--- src/verilog/dpgdt_defs.vh ---
// Constants for the dual pulse generator with dead time
`ifndef DPGDT_DEFS_VH
`define DPGDT_DEFS_VH

// Data register select codes on the write and read ports
`define DPGDT_SEL_DEAD1   3'h0
`define DPGDT_SEL_WIDTH1  3'h1
`define DPGDT_SEL_PERIOD  3'h2
`define DPGDT_SEL_DEAD2   3'h3
`define DPGDT_SEL_WIDTH2  3'h4

// Waveform mode field encodings
`define DPGDT_MODE_HALF   2'h3
`define DPGDT_MODE_VAR    2'h2
`define DPGDT_MODE_INDEP  2'h0

// Data register width and reset value
`define DPGDT_DW          10
`define DPGDT_DATA_RST    10'h000

// Upper byte field of a data register
`define DPGDT_HI_MSB      1
`define DPGDT_HI_LSB      0

`endif

--- src/verilog/dpgdt_window.v ---
// Window comparator: active while low bound <= count < high bound
`timescale 1ns/10ps
module dpgdt_window #(
   parameter CW = 10
) (
   input  wire [CW-1:0] count,
   input  wire [CW:0]   lo_bound,
   input  wire [CW:0]   hi_bound,
   output wire          active
);

   // Dead time delays the start, pulse width end point ends it
   assign active = ({1'b0, count} >= lo_bound) && ({1'b0, count} < hi_bound);
endmodule

--- src/verilog/dpgdt_core.v ---
// Dual pulse generator with dead time: holding, compare, counter and outputs
//
// Operation
// - Each data value has a holding register and a separate compare register.
// - Transfers copy only holding values that the selected mode uses.
// - Period upper byte write arms a transfer done at counter match or counter start.
// - Values at arming apply next period; later writes apply the period after.
// - Both outputs come from comparing a 10-bit up counter with compare values.
// - Mode 11 is half duty, 10 variable complementary, 00 independent.
// - Half mode: output one first half, output two second half.
// - Half mode odd period: output two active one count longer.
// - Nonzero dead time shortens each affected active duration by its count.
// - Variable mode: output one for width, output two for the rest.
// - Period 400H is accepted and reads back as 000H.
// - Independent mode: common period, own dead time and width per output.
// - Independent mode dead time at or above period gives zero duty.
// - Counter clears at period; continues or stops per repeat selection.
`timescale 1ns/10ps
`include "dpgdt_defs.vh"
module dpgdt_core #(
   parameter DW = `DPGDT_DW
) (
   input  wire          sys_clk,
   input  wire          rst,
   input  wire [1:0]    waveform_mode_select,
   input  wire          repeat_select,
   input  wire          run_control,
   input  wire          data_wr_stb,
   input  wire [2:0]    data_wr_sel,
   input  wire          data_wr_hi,
   input  wire [7:0]    data_wr_byte,
   input  wire [2:0]    data_rd_sel,
   input  wire          data_rd_hi,
   output reg  [7:0]    data_rd_byte,
   output reg           pulse_output_one,
   output reg           pulse_output_two,
   output reg           counting_flag,
   output reg           transfer_pending
);

   // Extend a stored value: zero stands for the full range 400H
   function [DW:0] full_ext;
      input [DW-1:0] v;
      begin
         full_ext = {(v == {DW{1'b0}}), v};
      end
   endfunction

   // Zero extend a value to comparison width
   function [DW:0] zext;
      input [DW-1:0] v;
      begin
         zext = {1'b0, v};
      end
   endfunction

   reg  [DW-1:0] hold_reg [0:4];
   reg  [DW-1:0] stage_reg [0:4];
   reg  [DW-1:0] cmp_reg [0:4];
   reg  [DW-1:0] cnt_reg;
   reg           run_d_reg;
   reg           dirty_reg;
   reg  [DW:0]   lo1;
   reg  [DW:0]   hi1;
   reg  [DW:0]   lo2;
   reg  [DW:0]   hi2;
   reg  [DW:0]   half_pt;
   reg  [4:0]    use_mask;
   wire [DW:0]   period_ext;
   wire          start_evt;
   wire          match_evt;
   wire          xfer_evt;
   wire          arm_evt;
   wire          act1;
   wire          act2;
   integer       i;

   assign period_ext = full_ext(cmp_reg[`DPGDT_SEL_PERIOD]);
   assign start_evt  = run_control & ~run_d_reg;
   assign match_evt  = counting_flag && (zext(cnt_reg) == period_ext - 11'h001);
   assign xfer_evt   = transfer_pending && (match_evt || start_evt);
   assign arm_evt    = data_wr_stb && data_wr_hi && (data_wr_sel == `DPGDT_SEL_PERIOD);

   // Holding registers used by each mode
   always @* begin
      case (waveform_mode_select)
         `DPGDT_MODE_HALF:  use_mask = 5'h05;
         `DPGDT_MODE_VAR:   use_mask = 5'h07;
         `DPGDT_MODE_INDEP: use_mask = 5'h1F;
         default:           use_mask = 5'h04;
      endcase
   end

   // Software writes into holding registers, low byte then high byte
   always @(posedge sys_clk) begin
      if (rst) begin
         for (i = 0; i < 5; i = i + 1) begin
            hold_reg[i] <= `DPGDT_DATA_RST;
         end
      end else if (data_wr_stb && (data_wr_sel <= `DPGDT_SEL_WIDTH2)) begin
         if (data_wr_hi) begin
            // Only two bits kept, so 400H reads back as 000H
            hold_reg[data_wr_sel][DW-1:8] <= data_wr_byte[`DPGDT_HI_MSB:`DPGDT_HI_LSB];
         end else begin
            hold_reg[data_wr_sel][7:0] <= data_wr_byte;
         end
      end
   end

   // Staging snapshot, pending request and compare registers
   always @(posedge sys_clk) begin
      if (rst) begin
         for (i = 0; i < 5; i = i + 1) begin
            stage_reg[i] <= `DPGDT_DATA_RST;
            cmp_reg[i]   <= `DPGDT_DATA_RST;
         end
         transfer_pending <= 1'b0;
         dirty_reg        <= 1'b0;
      end else begin
         if (xfer_evt) begin
            for (i = 0; i < 5; i = i + 1) begin
               if (use_mask[i]) begin
                  cmp_reg[i] <= stage_reg[i];
               end
            end
         end
         if (arm_evt) begin
            // Snapshot at arming, including the period byte being written
            for (i = 0; i < 5; i = i + 1) begin
               stage_reg[i] <= hold_reg[i];
            end
            stage_reg[`DPGDT_SEL_PERIOD][DW-1:8] <=
               data_wr_byte[`DPGDT_HI_MSB:`DPGDT_HI_LSB];
            transfer_pending <= 1'b1;
            dirty_reg        <= 1'b0;
         end else if (xfer_evt) begin
            // Writes after arming are carried to the following period
            if (dirty_reg) begin
               for (i = 0; i < 5; i = i + 1) begin
                  stage_reg[i] <= hold_reg[i];
               end
            end
            // A write in the transfer cycle still counts as a late write
            transfer_pending <= dirty_reg | data_wr_stb;
            dirty_reg        <= data_wr_stb;
         end else if (data_wr_stb && transfer_pending) begin
            dirty_reg <= 1'b1;
         end
      end
   end

   // Up counter with start, period clear and repeat selection
   always @(posedge sys_clk) begin
      if (rst) begin
         cnt_reg       <= {DW{1'b0}};
         counting_flag <= 1'b0;
         run_d_reg     <= 1'b0;
      end else begin
         run_d_reg <= run_control;
         if (!run_control) begin
            counting_flag <= 1'b0;
            cnt_reg       <= {DW{1'b0}};
         end else if (start_evt) begin
            counting_flag <= 1'b1;
            cnt_reg       <= {DW{1'b0}};
         end else if (match_evt) begin
            cnt_reg <= {DW{1'b0}};
            if (repeat_select) begin
               counting_flag <= 1'b0;
            end
         end else if (counting_flag) begin
            cnt_reg <= cnt_reg + {{(DW-1){1'b0}}, 1'b1};
         end
      end
   end

   // Active windows for each output by waveform mode
   always @* begin
      half_pt = {1'b0, period_ext[DW:1]};
      lo1 = zext(cmp_reg[`DPGDT_SEL_DEAD1]);
      hi1 = {(DW+1){1'b0}};
      lo2 = {(DW+1){1'b0}};
      hi2 = {(DW+1){1'b0}};
      case (waveform_mode_select)
         `DPGDT_MODE_HALF: begin
            hi1 = half_pt;
            lo2 = half_pt + zext(cmp_reg[`DPGDT_SEL_DEAD1]);
            hi2 = period_ext;
         end
         `DPGDT_MODE_VAR: begin
            hi1 = full_ext(cmp_reg[`DPGDT_SEL_WIDTH1]);
            lo2 = zext(cmp_reg[`DPGDT_SEL_WIDTH1]) + zext(cmp_reg[`DPGDT_SEL_DEAD1]);
            hi2 = period_ext;
         end
         `DPGDT_MODE_INDEP: begin
            hi1 = full_ext(cmp_reg[`DPGDT_SEL_WIDTH1]);
            lo2 = zext(cmp_reg[`DPGDT_SEL_DEAD2]);
            hi2 = full_ext(cmp_reg[`DPGDT_SEL_WIDTH2]);
         end
         default: begin
            lo1 = {(DW+1){1'b0}};
         end
      endcase
   end

   dpgdt_window #(
      .CW       (DW)
   ) u_win_one (
      .count    (cnt_reg),
      .lo_bound (lo1),
      .hi_bound (hi1),
      .active   (act1)
   );

   dpgdt_window #(
      .CW       (DW)
   ) u_win_two (
      .count    (cnt_reg),
      .lo_bound (lo2),
      .hi_bound (hi2),
      .active   (act2)
   );

   // Registered pins; counter never reaches period, so dead >= period stays off
   // Run control low drops both pins at the same edge that stops the counter
   always @(posedge sys_clk) begin
      if (rst) begin
         pulse_output_one <= 1'b0;
         pulse_output_two <= 1'b0;
      end else begin
         pulse_output_one <= run_control & counting_flag & act1 & (lo1 < period_ext);
         pulse_output_two <= run_control & counting_flag & act2 & (lo2 < period_ext);
      end
   end

   // Registered read back of holding registers, unused bits zero
   always @(posedge sys_clk) begin
      if (rst) begin
         data_rd_byte <= 8'h00;
      end else if (data_rd_sel > `DPGDT_SEL_WIDTH2) begin
         data_rd_byte <= 8'h00;
      end else if (data_rd_hi) begin
         data_rd_byte <= {6'h00, hold_reg[data_rd_sel][DW-1:8]};
      end else begin
         data_rd_byte <= hold_reg[data_rd_sel][7:0];
      end
   end
endmodule

--- config.mk ---
export PLATFORM = sky130hd
export DESIGN_NAME = dpgdt_core
export DESIGN_NICKNAME = d
export VERILOG_FILES = /design/src/verilog/dpgdt_window.v /design/src/verilog/dpgdt_core.v
export VERILOG_INCLUDE_DIRS = /design/src /design/src/verilog
export SDC_FILE = /design/constraint.sdc
export NUM_CORES = 1
export LEC_CHECK = 0
export ABC_AREA = 1
export ABC_CLOCK_PERIOD_IN_PS = 9090
export BUFFER_PORTS_ARGS = -buffer_cell sky130_fd_sc_hd__buf_4
export CAP_MARGIN = 30
export CORE_MARGIN = 5
export CORE_UTILIZATION = 63
export DETAILED_ROUTE_END_ITERATION = 7
export PLACE_DENSITY = 0.89
export SLEW_MARGIN = 10
export SYNTH_ARGS = -nofsm -noshare
export SYNTH_HDL_FRONTEND = slang
export SYNTH_SLANG_ARGS = --single-unit
export TNS_END_PERCENT = 100
--- constraint.sdc ---
create_clock -name sys_clk -period 9.09 [get_ports sys_clk]
set_input_delay 0.4545 -clock sys_clk [delete_from_list [all_inputs] [get_ports sys_clk]]
set_output_delay 0.4545 -clock sys_clk [all_outputs]
set_load 0.005 [all_outputs]
**After elaboration in Yosys (flattened, before gate mapping)**

Memories as Yosys holds them, arrays and structs flattened.
Index checks and enable logic that the tools add are counted.
W data, S select, Z words.

- Shifts and indexed selects: 0
- Div/mod/pow operators: 0
- Equal/unequal tests: 4
- $add $sub $neg: 4
- Reductions and logical operators: 27
- Multipliers: 0
- Bitwise logic cells: 26
- $lt $le $gt $ge: 8
- Mux-type cells: 71

Operator list:

| kind | count |
|---|---|
| $mux W10 | 16 |
| $mux W1 | 45 |
| $pmux W11 S2 | 2 |
| $pmux W11 S3 | 1 |
| $logic_not A10 Y1 | 3 |
| $add A10 B10 Y11 | 2 |
| $lt A10 B11 Y1 | 2 |
| $lt A11 B11 Y1 | 2 |
| $or A1 B1 Y1 | 18 |
| $pmux W5 S3 | 1 |
| $eq A10 B11 Y1 | 1 |
| $ge A10 B11 Y1 | 1 |
| $sub A11 B1 Y11 const B | 1 |
| $add A10 B1 Y10 const B | 1 |
| $ge A10 B10 Y1 | 1 |
| $reduce_or A10 Y1 | 1 |
| $reduce_or A2 Y1 | 5 |
| $logic_and A1 B1 Y1 | 8 |
| $mux W2 | 4 |
| $mux W8 | 1 |
| $reduce_bool A2 Y1 | 4 |
| $and A1 B1 Y1 | 6 |
| $reduce_or A3 Y1 | 2 |
| $eq A2 B2 Y1 const B | 2 |
| other kinds (9) | 10 |

- Memories: 3
- Bits in read-only memories: 0
- Register bits: 24
- Input bits: 23
- Bits in writable memories: 150
- Output and inout bits: 12
- Bits in latches: 0

Memory list:

| memory | depth | bits a word | rd ports | clocked after Yosys merged registers in | write ports | line | RTL |
|---|---|---|---|---|---|---|---|
| cmp_reg | 5 | 10 | 5 | 0 | 5 | dpgdt_core.v:59 | `reg [DW-1:0] cmp_reg [0:4];` |
| hold_reg | 5 | 10 | 6 | 0 | 5 | dpgdt_core.v:57 | `reg [DW-1:0] hold_reg [0:4];` |
| stage_reg | 5 | 10 | 5 | 0 | 5 | dpgdt_core.v:58 | `reg [DW-1:0] stage_reg [0:4];` |

**Longest topological paths before layout**

An unclocked memory read counts as a cell.

- Depth in word-level cells: 12
- Gate-level depth with buffers: 31

**Cells and area by module**

From an unflattened synthesis, not the netlist that was laid out.

- Cells, all modules: 1,277
- Area, all modules: 11,178.2 um2

Modules (own cells, without submodules):

| module | times used | cells each | seq. area each (um2) | area each (um2) |
|---|---|---|---|---|
| dpgdt_core | 1 | 1,073 | 5,885.6 | 10,019.6 |
| dpgdt_window | 2 | 102 | 0.0 | 579.3 |

**Worst setup path before layout**

No wires, ideal clock.

- Kind: input-to-reg
- Start point: input port waveform_mode_select[0]
- End point: register pulse_output_two
- Path slack: 5.307 ns
- Stages on the path: 31
- Arrival: 3.663 ns
- Setup time: 0.121 ns
- Cell sequence: inv_1 -> clkbuf_1 -> nand2_1 -> clkbuf_1 -> nand2_1 -> o21ai_0 -> ha_1 -> fa_1 -> nand3_1 -> nand3_1 -> nand2_1 -> nand2_1 -> a21oi_1 -> inv_1 -> a21oi_1 -> o21ai_0 -> o21ai_0 -> inv_1 -> ha_1 -> nand2_1 -> inv_1 -> nor3_1 -> o21ai_0 -> nand2_1 -> nand3b_1 -> nand2_1 -> nand2_1 -> nand2_1 -> nand2_1 -> nand2_1 -> nor2_1

- Word-level cells in the longest chain between the ends: 7

RTL lines:

| element | line | RTL |
|---|---|---|
| start, declared | dpgdt_core.v:25 | `input wire [1:0] waveform_mode_select,` |
| $eq A2 B2 Y1 | dpgdt_core.v:184 | `case (waveform_mode_select)` |
| $reduce_or A2 Y1 (no line) | - |  |
| $pmux W11 S2 | dpgdt_core.v:184 |  |
| $lt A10 B11 Y1 | dpgdt_window.v:13 | `assign active = ({1'b0, count} >= lo_bound) && ({1'b0, count} < hi_bound);` |
| $logic_and A1 B1 Y1 | dpgdt_window.v:13 |  |
| $and A1 B1 Y1 | dpgdt_core.v:232 | `pulse_output_two <= run_control & counting_flag & act2 & (lo2 < period_ext);` |
| $and A1 B1 Y1 (*) | dpgdt_core.v:232 |  |
| end signal, assigned | dpgdt_core.v:232 |  |
| end, declared | dpgdt_core.v:36 | `output reg pulse_output_two,` |

Every way passes the cells marked *; elsewhere a longest branch is shown, timed or not.
A chain may end at the register's enable or synchronous reset.

**Worst setup path in the final report**

Same ends and word-level chain as after synthesis.

==> impl_metrics.py <==
metrics = {
    "place": {
        "io_buffers": 34,
        "dp.final_hpwl_mm": 18.0,
        "pre_cts_slack_ns": 4.72,
        "gp_congestion": 0.961,
    },
    "drt": {
        "viasPerCell": 5.72,
        "wl_mm": 24.8,
        "firstDrtPassIters": 6,
        "drtIter0Drc": 822,
        "postRouteAntennaNets": 0,
        "drc_errors": 0,
        "wire_per_inst_um": 16.9,
        "num_vias": 8382,
    },
    "final_layout": {
        "drive_gt1_frac": 0.0605,
        "final_net_count": 1319,
        "fill_cells": 1212,
        "syn2layout_area_growth_pct": 10.9,
        "post-route-util": 0.704,
        "largest_register_ffs": 80,
        "antennaDiodeCount": 0,
    },
    "sta": {
        "hold_violations": 0,
        "finalCritPeriodShare": 0.436,
        "fmax_ghz": 0.252,
        "max_slew_margin": 0.392,
        "final_max_slew_viol_count": 0,
        "finClkSkew_ns": 0.00838,
        "fin_setup_tns_ns": 0,
        "worst_pin_slew_ns": 0.911,
        "final.setup.worst_slack_ns": 5.13,
        "holdWs_ns": 0.161,
        "min_period_ns": 3.96,
        "finalSetupViolCount": 0,
        "rsz0062_at_grt": "no",
    },
    "die": {
        "die-area_sq_um": 20000,
        "die_y_um": 141,
        "core_sq_um": 17100,
        "rows": 48,
        "die_w_um": 141,
        "initial_core_util": 0.635,
        "ios": 35,
    },
    "power": {
        "powerDensity_nw_per_um2": 173,
        "peakVddDrop_mv": 0.191,
        "leakagePower_nw": 5.19,
    },
    "clocking": {
        "insertion_delay_ns": 0.49,
        "clkSinkCount": 204,
        "path_clk_slew_ns": 0.06,
        "post-cts-setup-buffers": 0,
        "numCtsBuffers": 21,
        "htreeDepth": 1,
        "clock_tree.root_cell": "clkbuf_16",
        "ctsHoldBuffers": 0,
        "clock_path_buffers": 3,
        "cts_tree": "done",
        "cts_resized": 0,
    },
    "critical_path": {
        "critical_path_class": "in2reg",
        "required_ns": 9.51,
        "path_max_fanout": 20,
        "cp.arrival_ns": 4.38,
        "cp-start-kind": "primary input",
        "crit_path_end_kind": "flip-flop",
    },
    "synthesis": {
        "syn_inst": 1172,
        "yosys.area.top_type": "edfxtp_1",
        "avgSynthCellArea_sq_um": 9.28,
        "ys.flop_type": "edfxtp_1",
        "ys_warn_count": 0,
        "ys_top_cells_by_count": "nor2_1 (193), edfxtp_1 (180), inv_1 (167)",
        "ys_ff_latch": 204,
        "synthesis.area_sq_um": 10900,
        "yosysSeqAreaShare": 0.541,
        "synthDistinctLibCells": 42,
        "synthTopCellsByArea": "edfxtp_1 (50%), ha_1 (8.1%), nor2_1 (6.7%)",
        "synth_enable_flop_cells": 180,
        "async_flop_share": 0,
        "synth_top_area_frac": 0.497,
        "synth.most_common_cell": "nor2_1",
    },
    "grt": {
        "first_global_vias": 7924,
        "grt_pass1_wl_mm": 39.8,
        "use_met3": 0.0337,
        "grt_use_total": 0.249,
        "top_usage_layer": "met2",
        "gr-usage-met1": 0.319,
        "grt_max_degree": 51,
        "grt_use_met2": 0.434,
        "antenna_found_initial": 0,
        "overflow": 0,
    },
    "run_status": {
        "status": "finished, final reports clean",
    },
    "job": {
        "cap_violations": 0,
    },
    "worst_hold_path": {
        "hp-class": "in2reg",
    },
}
placed cells by master, fill, tap and decap left out, types with 3 or more instances in the layout:
cell / netlist / final
nor2_1: 193 / 193
edfxtp_1: 180 / 180
inv_1: 167 / 167
nand2_1: 160 / 159
a21oi_1: 91 / 91
o21ai_0: 79 / 78
ha_1: 70 / 70
buf_4: 5 / 39
nand3_1: 35 / 35
conb_1: 1 / 30
a21boi_1: 24 / 24
dfxtp_1: 24 / 24
clkbuf_16: 0 / 21
a22oi_1: 19 / 19
nand4_1: 14 / 14
nor3_1: 10 / 10
o211ai_1: 10 / 10
a31oi_1: 8 / 8
clkbuf_1: 27 / 8
xor2_1: 6 / 6
o22ai_1: 6 / 6
a211oi_1: 6 / 6
nand3b_1: 5 / 5
clkinv_1: 3 / 4
nor4_1: 3 / 3
layer usage:
layer  wire length, um  part of all wire  vias to the layer above
met4              1050             0.042                        0
li1                  -                 -                     4070
met5                 0                 0                        -
met3              2050             0.083                       80
met1              9510              0.38                     3835
met2             12200              0.49                      397
worst max-delay path: stages:
cell and delay [ns]:
buf_4 0.14, inv_1 0.23, nand2_1 0.40, nand2_1 0.14, o21ai_0 0.10, ha_1 0.27
fa_1 0.43, nand3_1 0.11, nand3_1 0.11, nand2_1 0.08, nand2_1 0.05, a21oi_1 0.21
inv_1 0.08, a21oi_1 0.11, o21ai_0 0.08, o21ai_0 0.12, inv_1 0.08, ha_1 0.32
nand4_1 0.11, or3_1 0.32, nand3b_1 0.09, nand2_1 0.05, nand2_1 0.06, nand2_1 0.05
nand2_1 0.05, nand2_1 0.05, nor2_1 0.09
cell families (layout without fill, tap and decap cells):
kind of cell	after synthesis	after routing	share of synthesized area
flip-flops	204	204	0.541
other	1	30	0.000345
XOR/XNOR	7	7	0.00564
buffers and inverters	211	250	0.0753
adder cells (fa/ha/maj)	71	71	0.0824
AND/OR/NAND/NOR	425	425	0.161
AO/OA/AOI/OAI	253	253	0.134
path summary, 6_finish.rpt:
kind                                startpoint                     endpoint  slack [ns]  depth (start not counted)
setup / recovery       waveform_mode_select[0]  pulse_output_two$_SDFF_PP0_        5.13                         27
hold / removal                 data_wr_byte[7]     hold_reg[6][7]$_DFFE_PP_        0.16                          1
setup reg to reg  cmp_reg[0][21]$_SDFFCE_PP0P_  pulse_output_two$_SDFF_PP0_        5.41                         24
hold reg to reg     counting_flag$_SDFFE_PP0P_   counting_flag$_SDFFE_PP0P_        0.55                          2
per-stage QoR:
stage	instance area [sq um]	cells	total power, mW
final	12100	1465	2.08
after global routing	12100	1465	2.16
after CTS	12100	1465	2.09
after detailed placement	11400	1427	1.29
after global placement	11400	1426	1.28
after floorplan	11000	1201	1.23
layout make-up:
cell class	count	area [sq um]	area share
tap	225	282	0.0234
inverter	172	646	0.0536
multi-input combinational	786	4280	0.355
clock inverter	7	66.3	0.00550
timing repair buffer	40	313	0.0259
sequential	204	5890	0.488
clock buffer	31	583	0.0484
report_power, final:
| group | internal [mW] | switching [mW] | total (mW) |
|---|---|---|---|
| sequential | 1.06 | 0.0210 | 1.08 |
| combinational | 0.0643 | 0.127 | 0.192 |
| clock | 0.474 | 0.336 | 0.810 |
Power figures use the tool's default switching activity.
